**config.mk**
```make
export PLATFORM = sky130hd
export DESIGN_NAME = wdsw_top
export DESIGN_NICKNAME = d
export VERILOG_FILES = /design/src/verilog/wdsw_pkg.sv /design/src/verilog/wdsw_top.sv /design/src/verilog/wdsw_sync.sv /design/src/verilog/wdsw_timer.sv
export VERILOG_INCLUDE_DIRS = /design/src /design/src/verilog
export SDC_FILE = /design/constraint.sdc
export NUM_CORES = 1
export LEC_CHECK = 0
export ABC_AREA = 1
export BUFFER_PORTS_ARGS = -buffer_cell sky130_fd_sc_hd__buf_2
export CAP_MARGIN = 15
export CELL_PAD_IN_SITES_DETAIL_PLACEMENT = 1
export CELL_PAD_IN_SITES_GLOBAL_PLACEMENT = 1
export CORE_ASPECT_RATIO = 0.6
export CORE_MARGIN = 10
export CORE_UTILIZATION = 36
export CTS_CLUSTER_DIAMETER = 100
export DETAILED_ROUTE_END_ITERATION = 7
export GPL_ROUTABILITY_DRIVEN = 0
export PLACE_DENSITY_LB_ADDON = 0.3
export RECOVER_POWER = 25
export SETUP_SLACK_MARGIN = 0.1
export SYNTH_ARGS = -nofsm -noshare
export SYNTH_HDL_FRONTEND = slang
export SYNTH_HIERARCHICAL = 1
export SYNTH_SLANG_ARGS = --single-unit
```
**constraint.sdc**
```tcl
create_clock -name clk_sys -period 3.45 [get_ports clk_sys]
set_clock_uncertainty 0.15 [all_clocks]
set_input_delay 0.1725 -clock clk_sys [delete_from_list [all_inputs] [get_ports clk_sys]]
set_output_delay 0.1725 -clock clk_sys [all_outputs]
set_load 0.005 [all_outputs]
```
**src/verilog/wdsw_defs.svh**
```systemverilog
// Constants of the watchdog and switch input block
`ifndef WDSW_DEFS_SVH
`define WDSW_DEFS_SVH
`define WDSW_CLK_HZ 25000000
`define WDSW_CLK_PERIOD_NS (1000000000 / `WDSW_CLK_HZ)
`define WDSW_TICK_MS 1
`define WDSW_TICK_CYC (`WDSW_CLK_HZ / 1000 * `WDSW_TICK_MS)
`define WDSW_RST_PULSE_NS 1000
`define WDSW_RST_CYC ((`WDSW_RST_PULSE_NS + `WDSW_CLK_PERIOD_NS - 1) / `WDSW_CLK_PERIOD_NS)
`define WDSW_NMI_PULSE_NS 200
`define WDSW_NMI_CYC ((`WDSW_NMI_PULSE_NS + `WDSW_CLK_PERIOD_NS - 1) / `WDSW_CLK_PERIOD_NS)
`define WDSW_PULSE_W 5
`define WDSW_MS_W 18
`define WDSW_TO_SHORT_MS 100
`define WDSW_TO_BASE_MS 1000
`define WDSW_TO_STEP_MS 2000
`define WDSW_ADDR_W 16
`define WDSW_ADDR_SWITCH 16'h820c
`define WDSW_ADDR_CTRL 16'h8210
`define WDSW_ADDR_STAT 16'h8214
`define WDSW_ADDR_OPTION 16'h8218
`define WDSW_ADDR_IRQ_STAT 16'h821c
`define WDSW_ADDR_IRQ_MASK 16'h8220
`define WDSW_OPT_RESET_KEY 8'ha5
`define WDSW_OPTION_ID 8'h3c
`define WDSW_CTRL_RST 8'h00
`define WDSW_IRQ_RST 2'h0
`define WDSW_SW_W 4
`endif

```
**src/verilog/wdsw_pkg.sv**
```systemverilog
// Types shared by the watchdog and switch input block
package wdsw_pkg;
    typedef enum logic {
        WDSW_ACT_RESET = 1'b0,
        WDSW_ACT_NMI   = 1'b1
    } wdsw_action_e;

    typedef struct packed {
        logic         rsvd;
        logic [2:0]   wdog_period_select;
        logic         wdog_lock_bit;
        logic         wdog_kick_bit;
        wdsw_action_e wdog_action_select;
        logic         wdog_enable_bit;
    } wdsw_ctrl_s;

    typedef struct packed {
        logic lock_refused;
        logic expired;
    } wdsw_irq_s;
endpackage

```
**src/verilog/wdsw_top.sv**
```systemverilog
// Watchdog with configuration switch input register, Avalon-MM slave
//
// The Avalon-MM slave port was decided locally.
`timescale 1ns/1ns
`include "wdsw_defs.svh"
module wdsw_top #(
    parameter int TICK_CYC = `WDSW_TICK_CYC,
    parameter int RST_CYC  = `WDSW_RST_CYC,
    parameter int NMI_CYC  = `WDSW_NMI_CYC
) (
    input  wire logic                      clk_sys,
    input  wire logic                      reset_n,
    input  wire logic [`WDSW_ADDR_W-1:0]   avs_address,
    input  wire logic                      avs_read,
    input  wire logic                      avs_write,
    input  wire logic [31:0]               avs_writedata,
    input  wire logic [3:0]                avs_byteenable,
    output logic      [31:0]               avs_readdata,
    output logic                           avs_waitrequest,
    input  wire logic [`WDSW_SW_W-1:0]     config_switch,
    output logic                           sys_reset_out,
    output logic                           nmi_out,
    output logic                           irq
);
    import wdsw_pkg::*;

    localparam int PW = `WDSW_PULSE_W;
    localparam int MW = `WDSW_MS_W;

    if (RST_CYC < 1 || NMI_CYC < 1 || RST_CYC >= 2 ** PW || NMI_CYC >= 2 ** PW) begin : g_chk
        $error("wdsw_top: pulse lengths must fit the pulse counter");
    end

    logic                  waitrequest_reg;
    logic                  waitrequest_next;
    logic [31:0]           readdata_reg;
    logic [31:0]           readdata_next;
    wdsw_ctrl_s            ctrl_reg;
    wdsw_ctrl_s            ctrl_next;
    wdsw_ctrl_s            wr_ctrl_val;
    logic                  flag_reg;
    logic                  flag_next;
    logic                  en_prev_reg;
    logic [PW-1:0]         pulse_cnt_reg;
    logic [PW-1:0]         pulse_cnt_next;
    wdsw_action_e          pulse_kind_reg;
    wdsw_action_e          pulse_kind_next;
    logic                  sys_reset_reg;
    logic                  sys_reset_next;
    logic                  nmi_reg;
    logic                  nmi_next;
    wdsw_irq_s             irq_stat_reg;
    wdsw_irq_s             irq_stat_next;
    wdsw_irq_s             irq_mask_reg;
    wdsw_irq_s             irq_mask_next;
    logic                  irq_reg;
    logic                  irq_next;
    logic [`WDSW_SW_W-1:0] sw_q;
    logic [MW-1:0]         limit_ms;
    logic                  expire;
    logic                  req;
    logic                  acc;
    logic                  wr;
    logic [7:0]            wr_data;
    logic                  wr_ctrl;
    logic                  wr_opt;
    logic                  wr_sw;
    logic                  kick;
    logic                  refused;
    logic                  idle;
    logic                  en_rise;
    logic                  fire;
    logic                  hw_key;
    logic                  start_rst;

    // Switch pins come from outside the clock domain
    wdsw_sync #(
        .W (`WDSW_SW_W)
    ) u_sync (
        .clk_sys (clk_sys),
        .reset_n (reset_n),
        .din     (config_switch),
        .dout    (sw_q)
    );

    // Period select: 0 depends on switch bit 0, others double from 4 s
    always_comb begin
        if (ctrl_reg.wdog_period_select == 3'h0) begin
            limit_ms = sw_q[0] ? MW'(`WDSW_TO_SHORT_MS) : MW'(`WDSW_TO_BASE_MS);
        end else begin
            limit_ms = MW'(`WDSW_TO_STEP_MS) << ctrl_reg.wdog_period_select;
        end
    end

    wdsw_timer #(
        .TICK_CYC (TICK_CYC),
        .MS_W     (MW)
    ) u_timer (
        .clk_sys  (clk_sys),
        .reset_n  (reset_n),
        .run      (ctrl_reg.wdog_enable_bit),
        .restart  (kick),
        .limit_ms (limit_ms),
        .expire   (expire)
    );

    // Access decode; a request takes effect in the cycle waitrequest is low
    assign req     = avs_read || avs_write;
    assign acc     = req && !waitrequest_reg;
    assign wr      = acc && avs_write && avs_byteenable[0];
    assign wr_data = avs_writedata[7:0];
    assign wr_ctrl = wr && (avs_address == `WDSW_ADDR_CTRL);
    assign wr_opt  = wr && (avs_address == `WDSW_ADDR_OPTION);
    assign wr_sw   = wr && (avs_address == `WDSW_ADDR_SWITCH);
    assign wr_ctrl_val = wdsw_ctrl_s'(wr_data);

    // Bus answer: one wait cycle, read data captured while address is held
    always_comb begin
        waitrequest_next = !(req && waitrequest_reg);
        readdata_next    = readdata_reg;
        if (req && waitrequest_reg) begin
            case (avs_address)
                `WDSW_ADDR_SWITCH:   readdata_next = {28'h0000000, sw_q};
                `WDSW_ADDR_CTRL:     readdata_next = {24'h000000, ctrl_reg};
                `WDSW_ADDR_STAT:     readdata_next = {31'h00000000, flag_reg};
                `WDSW_ADDR_OPTION:   readdata_next = {24'h000000, `WDSW_OPTION_ID};
                `WDSW_ADDR_IRQ_STAT: readdata_next = {30'h00000000, irq_stat_reg};
                `WDSW_ADDR_IRQ_MASK: readdata_next = {30'h00000000, irq_mask_reg};
                default:             readdata_next = 32'h00000000;
            endcase
        end
    end

    // Bus registers
    always_ff @(posedge clk_sys) begin
        if (!reset_n) begin
            waitrequest_reg <= 1'b1;
            readdata_reg    <= 32'h00000000;
        end else begin
            waitrequest_reg <= waitrequest_next;
            readdata_reg    <= readdata_next;
        end
    end

    // Watchdog events; a pulse in progress swallows any new trigger
    assign idle      = (pulse_cnt_reg == '0);
    assign en_rise   = ctrl_reg.wdog_enable_bit && !en_prev_reg;
    assign kick      = wr_ctrl && wr_ctrl_val.wdog_kick_bit && ctrl_reg.wdog_enable_bit;
    assign refused   = wr_ctrl && ctrl_reg.wdog_lock_bit && ctrl_reg.wdog_enable_bit
                       && !wr_ctrl_val.wdog_enable_bit;
    assign fire      = idle && (expire || (en_rise && flag_reg));
    assign hw_key    = wr_opt && (wr_data == `WDSW_OPT_RESET_KEY);
    assign start_rst = (fire && ctrl_reg.wdog_action_select == WDSW_ACT_RESET) || (hw_key && idle);

    // Watchdog next state
    always_comb begin
        ctrl_next       = ctrl_reg;
        flag_next       = flag_reg;
        pulse_cnt_next  = idle ? pulse_cnt_reg : pulse_cnt_reg - PW'(1);
        pulse_kind_next = pulse_kind_reg;
        if (wr_ctrl) begin
            // Writes to the switch address never reach here: it is read-only
            ctrl_next.wdog_action_select = wr_ctrl_val.wdog_action_select;
            ctrl_next.wdog_period_select = wr_ctrl_val.wdog_period_select;
            if (wr_ctrl_val.wdog_lock_bit) begin
                ctrl_next.wdog_lock_bit = 1'b1;
            end
            if (!refused) begin
                ctrl_next.wdog_enable_bit = wr_ctrl_val.wdog_enable_bit;
            end
        end
        ctrl_next.wdog_kick_bit = 1'b0;
        ctrl_next.rsvd          = 1'b0;
        if (hw_key) begin
            flag_next = 1'b0;
        end
        if (fire) begin
            flag_next       = 1'b1;
            pulse_kind_next = ctrl_reg.wdog_action_select;
            pulse_cnt_next  = (ctrl_reg.wdog_action_select == WDSW_ACT_NMI) ? PW'(NMI_CYC) : PW'(RST_CYC);
        end else if (hw_key && idle) begin
            pulse_kind_next = WDSW_ACT_RESET;
            pulse_cnt_next  = PW'(RST_CYC);
        end
        // A system reset also returns the watchdog to disabled and unlocked
        if (start_rst) begin
            ctrl_next = wdsw_ctrl_s'(`WDSW_CTRL_RST);
        end
        sys_reset_next = (pulse_cnt_next != '0) && (pulse_kind_next == WDSW_ACT_RESET);
        nmi_next       = (pulse_cnt_next != '0) && (pulse_kind_next == WDSW_ACT_NMI);
    end

    // Flag survives the pulses it causes; only reset_n and the key clear it
    always_ff @(posedge clk_sys) begin
        if (!reset_n) begin
            ctrl_reg       <= wdsw_ctrl_s'(`WDSW_CTRL_RST);
            flag_reg       <= 1'b0;
            en_prev_reg    <= 1'b0;
            pulse_cnt_reg  <= '0;
            pulse_kind_reg <= WDSW_ACT_RESET;
            sys_reset_reg  <= 1'b0;
            nmi_reg        <= 1'b0;
        end else begin
            ctrl_reg       <= ctrl_next;
            flag_reg       <= flag_next;
            en_prev_reg    <= ctrl_reg.wdog_enable_bit;
            pulse_cnt_reg  <= pulse_cnt_next;
            pulse_kind_reg <= pulse_kind_next;
            sys_reset_reg  <= sys_reset_next;
            nmi_reg        <= nmi_next;
        end
    end

    // Interrupt status: write one to clear, a new event wins over the clear
    always_comb begin
        irq_stat_next = irq_stat_reg;
        irq_mask_next = irq_mask_reg;
        if (wr && avs_address == `WDSW_ADDR_IRQ_STAT) begin
            irq_stat_next = irq_stat_reg & ~wdsw_irq_s'(wr_data[1:0]);
        end
        if (wr && avs_address == `WDSW_ADDR_IRQ_MASK) begin
            irq_mask_next = wdsw_irq_s'(wr_data[1:0]);
        end
        if (fire) begin
            irq_stat_next.expired = 1'b1;
        end
        if (refused) begin
            irq_stat_next.lock_refused = 1'b1;
        end
        irq_next = |(irq_stat_next & irq_mask_next);
    end

    // Interrupt registers
    always_ff @(posedge clk_sys) begin
        if (!reset_n) begin
            irq_stat_reg <= wdsw_irq_s'(`WDSW_IRQ_RST);
            irq_mask_reg <= wdsw_irq_s'(`WDSW_IRQ_RST);
            irq_reg      <= 1'b0;
        end else begin
            irq_stat_reg <= irq_stat_next;
            irq_mask_reg <= irq_mask_next;
            irq_reg      <= irq_next;
        end
    end

    assign avs_readdata    = readdata_reg;
    assign avs_waitrequest = waitrequest_reg;
    assign sys_reset_out   = sys_reset_reg;
    assign nmi_out         = nmi_reg;
    assign irq             = irq_reg;

    a_sw_live_value: assert property (@(posedge clk_sys) disable iff (!reset_n)
        acc && avs_read && avs_address == `WDSW_ADDR_SWITCH |-> avs_readdata[3:0] == $past(sw_q))
        else $error("switch read does not show synchronised switches");
    a_sw_upper_zero: assert property (@(posedge clk_sys) disable iff (!reset_n)
        acc && avs_read && avs_address == `WDSW_ADDR_SWITCH |-> avs_readdata[31:4] == 28'h0000000)
        else $error("switch read upper bits not zero");
    a_sw_write_none: assert property (@(posedge clk_sys) disable iff (!reset_n)
        wr_sw && idle && !expire |=> ctrl_reg == $past(ctrl_reg) && flag_reg == $past(flag_reg))
        else $error("write to switch register changed state");
    a_wd_off_reset: assert property (@(posedge clk_sys)
        !reset_n ##1 (reset_n && !wr_ctrl) |=> !ctrl_reg.wdog_enable_bit)
        else $error("watchdog enabled without software write");
    a_wd_reset_fire: assert property (@(posedge clk_sys) disable iff (!reset_n)
        expire && idle && ctrl_reg.wdog_action_select == WDSW_ACT_RESET |=> sys_reset_out [*8])
        else $error("expiry in reset mode gave no reset pulse");
    a_wd_flag_set: assert property (@(posedge clk_sys) disable iff (!reset_n)
        fire |=> flag_reg && !ctrl_reg.wdog_kick_bit)
        else $error("expiry did not set the flag");
    a_opt_key_clear: assert property (@(posedge clk_sys) disable iff (!reset_n)
        hw_key && idle && !fire |=> !flag_reg && sys_reset_out && !ctrl_reg.wdog_enable_bit)
        else $error("key write did not reset and clear flag");
    a_retrig_reset: assert property (@(posedge clk_sys) disable iff (!reset_n)
        en_rise && flag_reg && idle && ctrl_reg.wdog_action_select == WDSW_ACT_RESET |=> sys_reset_out)
        else $error("enable with flag set did not reset again");
    a_nmi_pulse_len: assert property (@(posedge clk_sys) disable iff (!reset_n)
        expire && idle && ctrl_reg.wdog_action_select == WDSW_ACT_NMI |=> nmi_out [*5] ##1 !nmi_out)
        else $error("expiry in NMI mode gave wrong NMI pulse");
    a_retrig_nmi: assert property (@(posedge clk_sys) disable iff (!reset_n)
        en_rise && flag_reg && idle && ctrl_reg.wdog_action_select == WDSW_ACT_NMI |=> nmi_out && !sys_reset_out)
        else $error("enable with flag set did not raise NMI again");
    a_period_short: assert property (@(posedge clk_sys) disable iff (!reset_n)
        ctrl_reg.wdog_period_select == 3'h0 && sw_q[0] |-> limit_ms == MW'(`WDSW_TO_SHORT_MS))
        else $error("odd switch with select 0 is not 100 ms");
    a_lock_hold: assert property (@(posedge clk_sys) disable iff (!reset_n)
        ctrl_reg.wdog_lock_bit && ctrl_reg.wdog_enable_bit |=> ctrl_reg.wdog_enable_bit || sys_reset_out)
        else $error("locked watchdog was disabled");
    a_kick_restart: assert property (@(posedge clk_sys) disable iff (!reset_n)
        kick |=> !expire ##1 !expire)
        else $error("kick did not restart the count");
endmodule

```
**src/verilog/wdsw_sync.sv**
```systemverilog
// Three-stage input synchroniser with agreement filter
`timescale 1ns/1ns
module wdsw_sync #(
    parameter int W = 4
) (
    input  wire logic         clk_sys,
    input  wire logic         reset_n,
    input  wire logic [W-1:0] din,
    output logic      [W-1:0] dout
);
    logic [W-1:0] ff1_reg;
    logic [W-1:0] ff2_reg;
    logic [W-1:0] ff3_reg;
    logic [W-1:0] out_reg;
    logic [W-1:0] out_next;

    if (W < 1) begin : g_chk
        $error("wdsw_sync: W must be at least 1");
    end

    // Take a new value only once the two late stages agree
    always_comb begin
        out_next = (ff2_reg == ff3_reg) ? ff3_reg : out_reg;
    end

    // Stages clear to zero; the switches settle within four edges anyway
    always_ff @(posedge clk_sys) begin
        if (!reset_n) begin
            ff1_reg <= '0;
            ff2_reg <= '0;
            ff3_reg <= '0;
            out_reg <= '0;
        end else begin
            ff1_reg <= din;
            ff2_reg <= ff1_reg;
            ff3_reg <= ff2_reg;
            out_reg <= out_next;
        end
    end

    assign dout = out_reg;
endmodule

```
**src/verilog/wdsw_timer.sv**
```systemverilog
// Millisecond timeout counter of the watchdog
`timescale 1ns/1ns
`include "wdsw_defs.svh"
module wdsw_timer #(
    parameter int TICK_CYC = `WDSW_TICK_CYC,
    parameter int MS_W     = `WDSW_MS_W
) (
    input  wire logic            clk_sys,
    input  wire logic            reset_n,
    input  wire logic            run,
    input  wire logic            restart,
    input  wire logic [MS_W-1:0] limit_ms,
    output logic                 expire
);
    localparam int TW = (TICK_CYC > 1) ? $clog2(TICK_CYC) : 1;

    logic [TW-1:0]   tick_reg;
    logic [TW-1:0]   tick_next;
    logic [MS_W-1:0] ms_reg;
    logic [MS_W-1:0] ms_next;
    logic            expire_reg;
    logic            expire_next;

    if (TICK_CYC < 1 || MS_W < 1) begin : g_chk
        $error("wdsw_timer: TICK_CYC and MS_W must be at least 1");
    end

    // Prescale to milliseconds so that 256 s needs only an 18-bit count
    always_comb begin
        tick_next   = tick_reg;
        ms_next     = ms_reg;
        expire_next = 1'b0;
        if (!run || restart) begin
            tick_next = '0;
            ms_next   = '0;
        end else if (tick_reg == TW'(TICK_CYC - 1)) begin
            tick_next = '0;
            // A limit lowered mid-count still expires, at the next millisecond tick
            if (ms_reg >= limit_ms - MS_W'(1)) begin
                ms_next     = '0;
                expire_next = 1'b1;
            end else begin
                ms_next = ms_reg + MS_W'(1);
            end
        end else begin
            tick_next = tick_reg + TW'(1);
        end
    end

    // Counter registers
    always_ff @(posedge clk_sys) begin
        if (!reset_n) begin
            tick_reg   <= '0;
            ms_reg     <= '0;
            expire_reg <= 1'b0;
        end else begin
            tick_reg   <= tick_next;
            ms_reg     <= ms_next;
            expire_reg <= expire_next;
        end
    end

    assign expire = expire_reg;
endmodule

```
# Yosys cells after proc, flatten, opt, wreduce, memory -nomap -nowiden
# Index checks and enable logic that the tools add are counted.
# classes
add_sub_neg	4
n_mul	0
div	0
order_cmp	1
eq_ne	9
shifts	1
mux	17
bitwise	8
n_reduce_logical	41
# op_table
op	n
16-bit equality test (second input constant)	6
8-bit case mux with 6 select lines	1
18-bit two-way mux	2
1-bit logical AND	21
5-bit two-way mux	4
18-bit by 1-bit adder with 18-bit output (second input constant)	1
18-bit >= comparator	1
11-bit by 3-bit left shift with 18-bit output (first input constant)	1
18-bit by 1-bit subtractor with 18-bit output (second input constant)	1
15-bit by 1-bit adder with 15-bit output (second input constant)	1
15-bit equality test (second input constant)	1
10-bit two-way mux	1
8-bit equality test (second input constant)	1
1-bit two-way mux	7
2-bit OR reduction	3
3-bit OR reduction	2
1-bit logical NOT	5
5-bit logical NOT	1
1-bit inverter	5
5-bit nonzero test	1
5-bit by 1-bit subtractor with 5-bit output (second input constant)	1
2-bit AND	2
4-bit equality test	1
1-bit logical OR	4
other kinds (5)	7
# word_totals
reg_bits	106
latch_bits	0
ramBits	0
rom_bits	0
in_bits	60
word_cells	107
memories	0

# Logic depth before layout (Yosys ltp)
# depth
word_depth	11
depth_mapped	26

# By module
# Netlist, hierarchy kept.
# modules_own_cells
module	n_inst	cells_per_inst	area_per_inst_um2	seq_area_each_um2
wdsw_timer	1	366	2487.4	680.7
wdsw_top	1	316	2023.2	580.6
wdsw_sync	1	80	636.9	320.3

# Least setup slack after synthesis
# OpenSTA, ideal clock, no wires.
# synth_timing
path_type	register -> register
start	reg ctrl_reg[6] (netlist bit)
end	reg u_timer.ms_reg[12]
setup_ns	0.117
t_arrival_ns	3.121
t_required_ns	3.183
setup_slack_ns	0.062
path_stages_with_launch	25
n_path_buf	2
period_less_slack_ns	3.388
path_cell_list	dfxtp_1 -> clkbuf_1 -> nor2_1 -> nor2_1 -> nand2_1 -> o21ai_0 -> inv_1 -> nor2_1 -> nand2_1 -> nor2_2 -> nand3_1 -> nor2_2 -> nand2_1 -> xor2_1 -> ha_1 -> nand2_1 -> nor2_1 -> inv_1 -> nor3_1 -> nand2_1 -> nand3_1 -> nand2_2 -> nand2_4 -> buf_6 -> nor2_1
# synth_between
elab_chain_len	5
# synth_rtl
element	line	text
from (decl)	wdsw_top.sv:38	wdsw_ctrl_s ctrl_reg;
from (signal assigned)	wdsw_top.sv:196	ctrl_reg <= wdsw_ctrl_s'(`WDSW_CTRL_RST);
from (signal assigned)	wdsw_top.sv:204	ctrl_reg <= ctrl_next;
11-bit by 3-bit left shift with 18-bit output or 3-bit logical NOT (tied branches)	wdsw_top.sv:91, wdsw_top.sv:88	
18-bit two-way mux *	wdsw_top.sv:88	if (ctrl_reg.wdog_period_select == 3'h0) begin
named net limit_ms[5]	wdsw_top.sv:59	logic [MW-1:0] limit_ms;
18-bit by 1-bit subtractor with 18-bit output *	wdsw_timer.sv:39	if (ms_reg >= limit_ms - MS_W'(1)) begin
18-bit >= comparator *	wdsw_timer.sv:39	
18-bit two-way mux *	wdsw_timer.sv:39	
to (signal assigned)	wdsw_timer.sv:58	ms_reg <= ms_next;
to (decl)	wdsw_timer.sv:19	logic [MS_W-1:0] ms_reg;
# The timed path passes the listed nets; every way through them passes the cells marked *.
# A chain may end at the register's enable or synchronous reset.

# Worst setup path after layout
# layout_timing
start	reg ctrl_reg[4] (netlist bit)
end	reg u_timer.expire_reg, in the netlist u_timer/expire
# layout_between
elab_chain_len	5
# layout_rtl
element	line	text
11-bit by 3-bit left shift with 18-bit output or 3-bit logical NOT (tied branches)	wdsw_top.sv:91, wdsw_top.sv:88	
18-bit two-way mux *	wdsw_top.sv:88	
named net limit_ms[3]	wdsw_top.sv:59	
18-bit by 1-bit subtractor with 18-bit output *	wdsw_timer.sv:39	
18-bit >= comparator *	wdsw_timer.sv:39	
1-bit two-way mux *	wdsw_timer.sv:39	
to (signal assigned)	wdsw_timer.sv:59	expire_reg <= expire_next;
to (decl)	wdsw_timer.sv:21	logic expire_reg;
# Marks and branches as above.

==> impl_metrics.json <==
{
  "largest_register_ffs": 18,
  "holdCritStartpoint": "avs_writedata[0]",
  "worstMarginPinSlew_ps": 1180,
  "grt_usage_pct": 14.9,
  "die_x_um": 174,
  "synthArstFlopShare_pct": 0,
  "routedWlPerCell_um": 14.3,
  "path_common_cell": "nor2_4",
  "reg2reg_depth": 24,
  "fin_crit_ps": 3200,
  "worstHoldPathCells": 3,
  "numCtsBuffers": 9,
  "synth-seq-area-share_pct": 30.7,
  "netlist_top_cells_area": "dfxtp_1 (31%), nand2_1 (12%), nor2_1 (7.9%), inv_1 (7.2%), ha_1 (5.3%)",
  "synthMuxAreaShare_pct": 0.194,
  "p_sw_share_pct": 26.9,
  "layout-drive-gt1-share_pct": 22.8,
  "slew-limit-headroom_pct": 21.0,
  "synthTopCellsByCount": "nand2_1 (170), nor2_1 (109), inv_1 (99)",
  "p_switching_mw": 0.671,
  "cpLargestDelayFamily": "simple AND/OR/NAND/NOR gates",
  "max-vdd-ir-drop_v": 0.000274,
  "fmax_ghz": 0.313,
  "initialDrtViolationCount": 184,
  "synthXorXnorAreaFrac_pct": 4.25,
  "max_stage_delay_ps": 360,
  "netlist_area_um2": 5150,
  "power_density_nw_per_um2": 397,
  "synth_seq_cells": 79,
  "reg2reg_slack_ps": 250,
  "critical_path_class": "register to register",
  "synth.avg_cell_area_um2": 6.76,
  "critPathMaxFanout": 5,
  "cts.clk_slew.worst_paths_ps": 70,
  "area_growth_syn_to_layout_pct": 22.1,
  "io_pins": 96,
  "drc": 0,
  "dr.pass1.iters": 4,
  "grt.overflow.total": 0,
  "synth_edf_count": 0,
  "via_count": 4865,
  "period_share_pct": 92.7,
  "antenna_found_initial": 0,
  "cts_max_path_buffers": 2,
  "n_antenna_cell": 0,
  "grt_max_degree": 27,
  "htreeDepth": 3,
  "worst-path-buf-inv": 7,
  "hp-class": "input pin to register",
  "post-synth-top-area-fraction_pct": 30.7,
  "clock_sinks": 79,
  "row_count": 33,
  "ctsRootBufferMaster": "clkbuf_16",
  "place_hpwl_um": 11600,
  "synthAdderAreaFrac_pct": 5.35,
  "cp_slowest_cell": "dfxtp_2",
  "core_um2": 13800,
  "cts_tree": "built",
  "pre_cts_ws_ps": -70.7,
  "grt_pass1_wl_um": 24600,
  "first_global_vias": 5061,
  "final_max_slew_viol_count": 0,
  "p_int_mw": 1.82,
  "maxCapViolations": 0,
  "wl_um": 14900,
  "r2r-end": "u_timer/expire",
  "synth-main-ff-cell": "dfxtp_1",
  "setup_violations": 0,
  "cp-start-kind": "register",
  "status": "finished clean",
  "crit_path_end_kind": "register",
  "fin_ws_ps": 252,
  "clk_latency_ps": 340,
  "hold_viol": 0,
  "cp_num_cells": 24,
  "fill_cells": 1793,
  "dieArea_um2": 19600,
  "nNetsFinal": 928,
  "rsz0062_at_grt": "yes",
  "crit_required_ps": 3570,
  "rr_startpoint": "ctrl_reg[4]",
  "leakagePower_nw": 2.80,
  "final-seq-area_um2": 1590,
  "synth_warnings": 6,
  "fp.dieH_um": 113,
  "multiInputGateArea_um2": 3210,
  "vias_per_cell": 4.66,
  "synth_compound_area_share_pct": 6.85,
  "min_to": "ctrl_reg[0]",
  "crit_chain": "nor2_4, inv_2, nor2_4, inv_2, nor2_2, buf_4, nor2_1, nand2_2, nor2_4, nand3_4, inv_2, nand3_1, xnor2_1, inv_1, ha_1, nand2_2, nor2_4, inv_2, nor3_2, nand2_1, nand3_2, nand2_4, buf_4, nor2_4",
  "portBuffers": 43,
  "combPwrFrac_pct": 15.7,
  "synth_cells": 762,
  "pwr-share-clk_pct": 45.6,
  "synth_top_area_cell": "dfxtp_1",
  "start_util_pct": 37.2,
  "postRouteAntennaNets": 0,
  "yosys.area_share.simple_pct": 39.2,
  "synth_top_family_by_area": "simple AND/OR/NAND/NOR gates",
  "p_seq_share_pct": 38.7,
  "fin_setup_tns_ps": 0,
  "holdWs_ps": 17.3,
  "synth.most_common_cell": "nand2_1",
  "yosysUniqueCellTypes": 42,
  "worstPathArrival_ps": 3320
}
through the flow:
stage / utilization [%] / power, mW / std cells / instance area, µm²
2_1_floorplan: - / 1.27 / 794 / 5270
3_3_place_gp: 40.5 / 1.33 / 1011 / 5600
3_5_place_dp: 40.5 / 1.36 / 1011 / 5600
4_1_cts: 44.1 / 2.51 / 1036 / 6100
5_1_grt: 45.5 / 2.63 / 1043 / 6290
6_report: 45.5 / 2.49 / 1043 / 6290
cells by family after synthesis:
family                   count (synthesis)
AND/OR/NAND/NOR                        415
buffers and inverters                  152
flip-flops                              79
AO/OA/AOI/OAI                           67
XOR/XNOR                                25
adder cells (fa/ha/maj)                 22
other                                    1
multiplexers                             1
worst max-delay path by stage:
stage	start	endpoint	slack, ps
final	ctrl_reg[4]	u_timer/expire	250
after global routing	ctrl_reg[4]	u_timer/expire	6
after CTS	ctrl_reg[4]	u_timer/expire	100
after detailed placement	ctrl_reg[4]	u_timer/ms_reg[3]	-70
after global placement	ctrl_reg[6]	u_timer/ms_reg[13]	100
after floorplan	ctrl_reg[6]	u_timer/ms_reg[12]	140
power by group through the flow:
stage                     Clock, mW  Combinational, mW  Sequential, mW
after floorplan                   0              0.284           0.981
after global placement            0              0.346           0.982
after detailed placement          0              0.370           0.986
after CTS                      1.17              0.383           0.965
after global routing           1.21              0.452           0.969
final                          1.14              0.391           0.965
cells in the final DEF, fill, tap and decap left out, drive strengths merged, types with 8 or more instances in the layout:
| master | synthesis | routed |
|---|---|---|
| nand2 | 193 | 195 |
| nor2 | 135 | 135 |
| inv | 117 | 114 |
| dfxtp | 79 | 79 |
| buf | 30 | 55 |
| nand3 | 52 | 52 |
| a21oi | 39 | 39 |
| conb | 1 | 33 |
| o21ai | 23 | 23 |
| ha | 22 | 22 |
| clkbuf | 4 | 19 |
| xor2 | 17 | 17 |
| nor3 | 13 | 13 |
| nand4 | 10 | 10 |
| dlygate4sd3 | 0 | 9 |
| xnor2 | 8 | 8 |
worst register-to-register path: stages (launching register included):
cell	delay, ps
dfxtp_2	360
nor2_4	40
inv_2	70
nor2_4	50
inv_2	90
nor2_2	60
buf_4	150
nor2_1	120
nand2_2	110
nor2_4	170
nand3_4	110
inv_2	80
nand3_1	90
xnor2_1	160
inv_1	60
ha_1	280
nand2_2	70
nor2_4	160
inv_2	70
nor3_2	130
nand2_1	90
nand3_2	90
nand2_4	120
buf_4	170
nor2_4	80
layer usage:
| metal | share of wire [%] | track usage, % |
|---|---|---|
| met5 | 0 | 0 |
| met4 | 0.54 | 2.95 |
| met3 | 5.6 | 4.79 |
| met2 | 45 | 23.7 |
| met1 | 49 | 19.3 |
timing repair:
action / in CTS / in global routing
gates cloned: 0 / 2
setup endpoints to repair: 19 / 19
pin swaps: 4 / 16
hold buffers: 9 / 0
buffers inserted: 0 / 5
hold endpoints to repair: 10 / 0
gates resized for setup: 15 / 49
area by class of cell:
| cell class | instances | share of cell area, % |
|---|---|---|
| Clock buffer | 10 | 3.80 |
| Sequential cell | 79 | 25.3 |
| Inverter | 118 | 7.06 |
| Multi-Input combinational cell | 565 | 51.0 |
| Timing Repair Buffer | 73 | 7.24 |
| Clock inverter | 6 | 1.83 |
| Tap cell | 192 | 3.82 |
(Power assumes the default switching activity.)
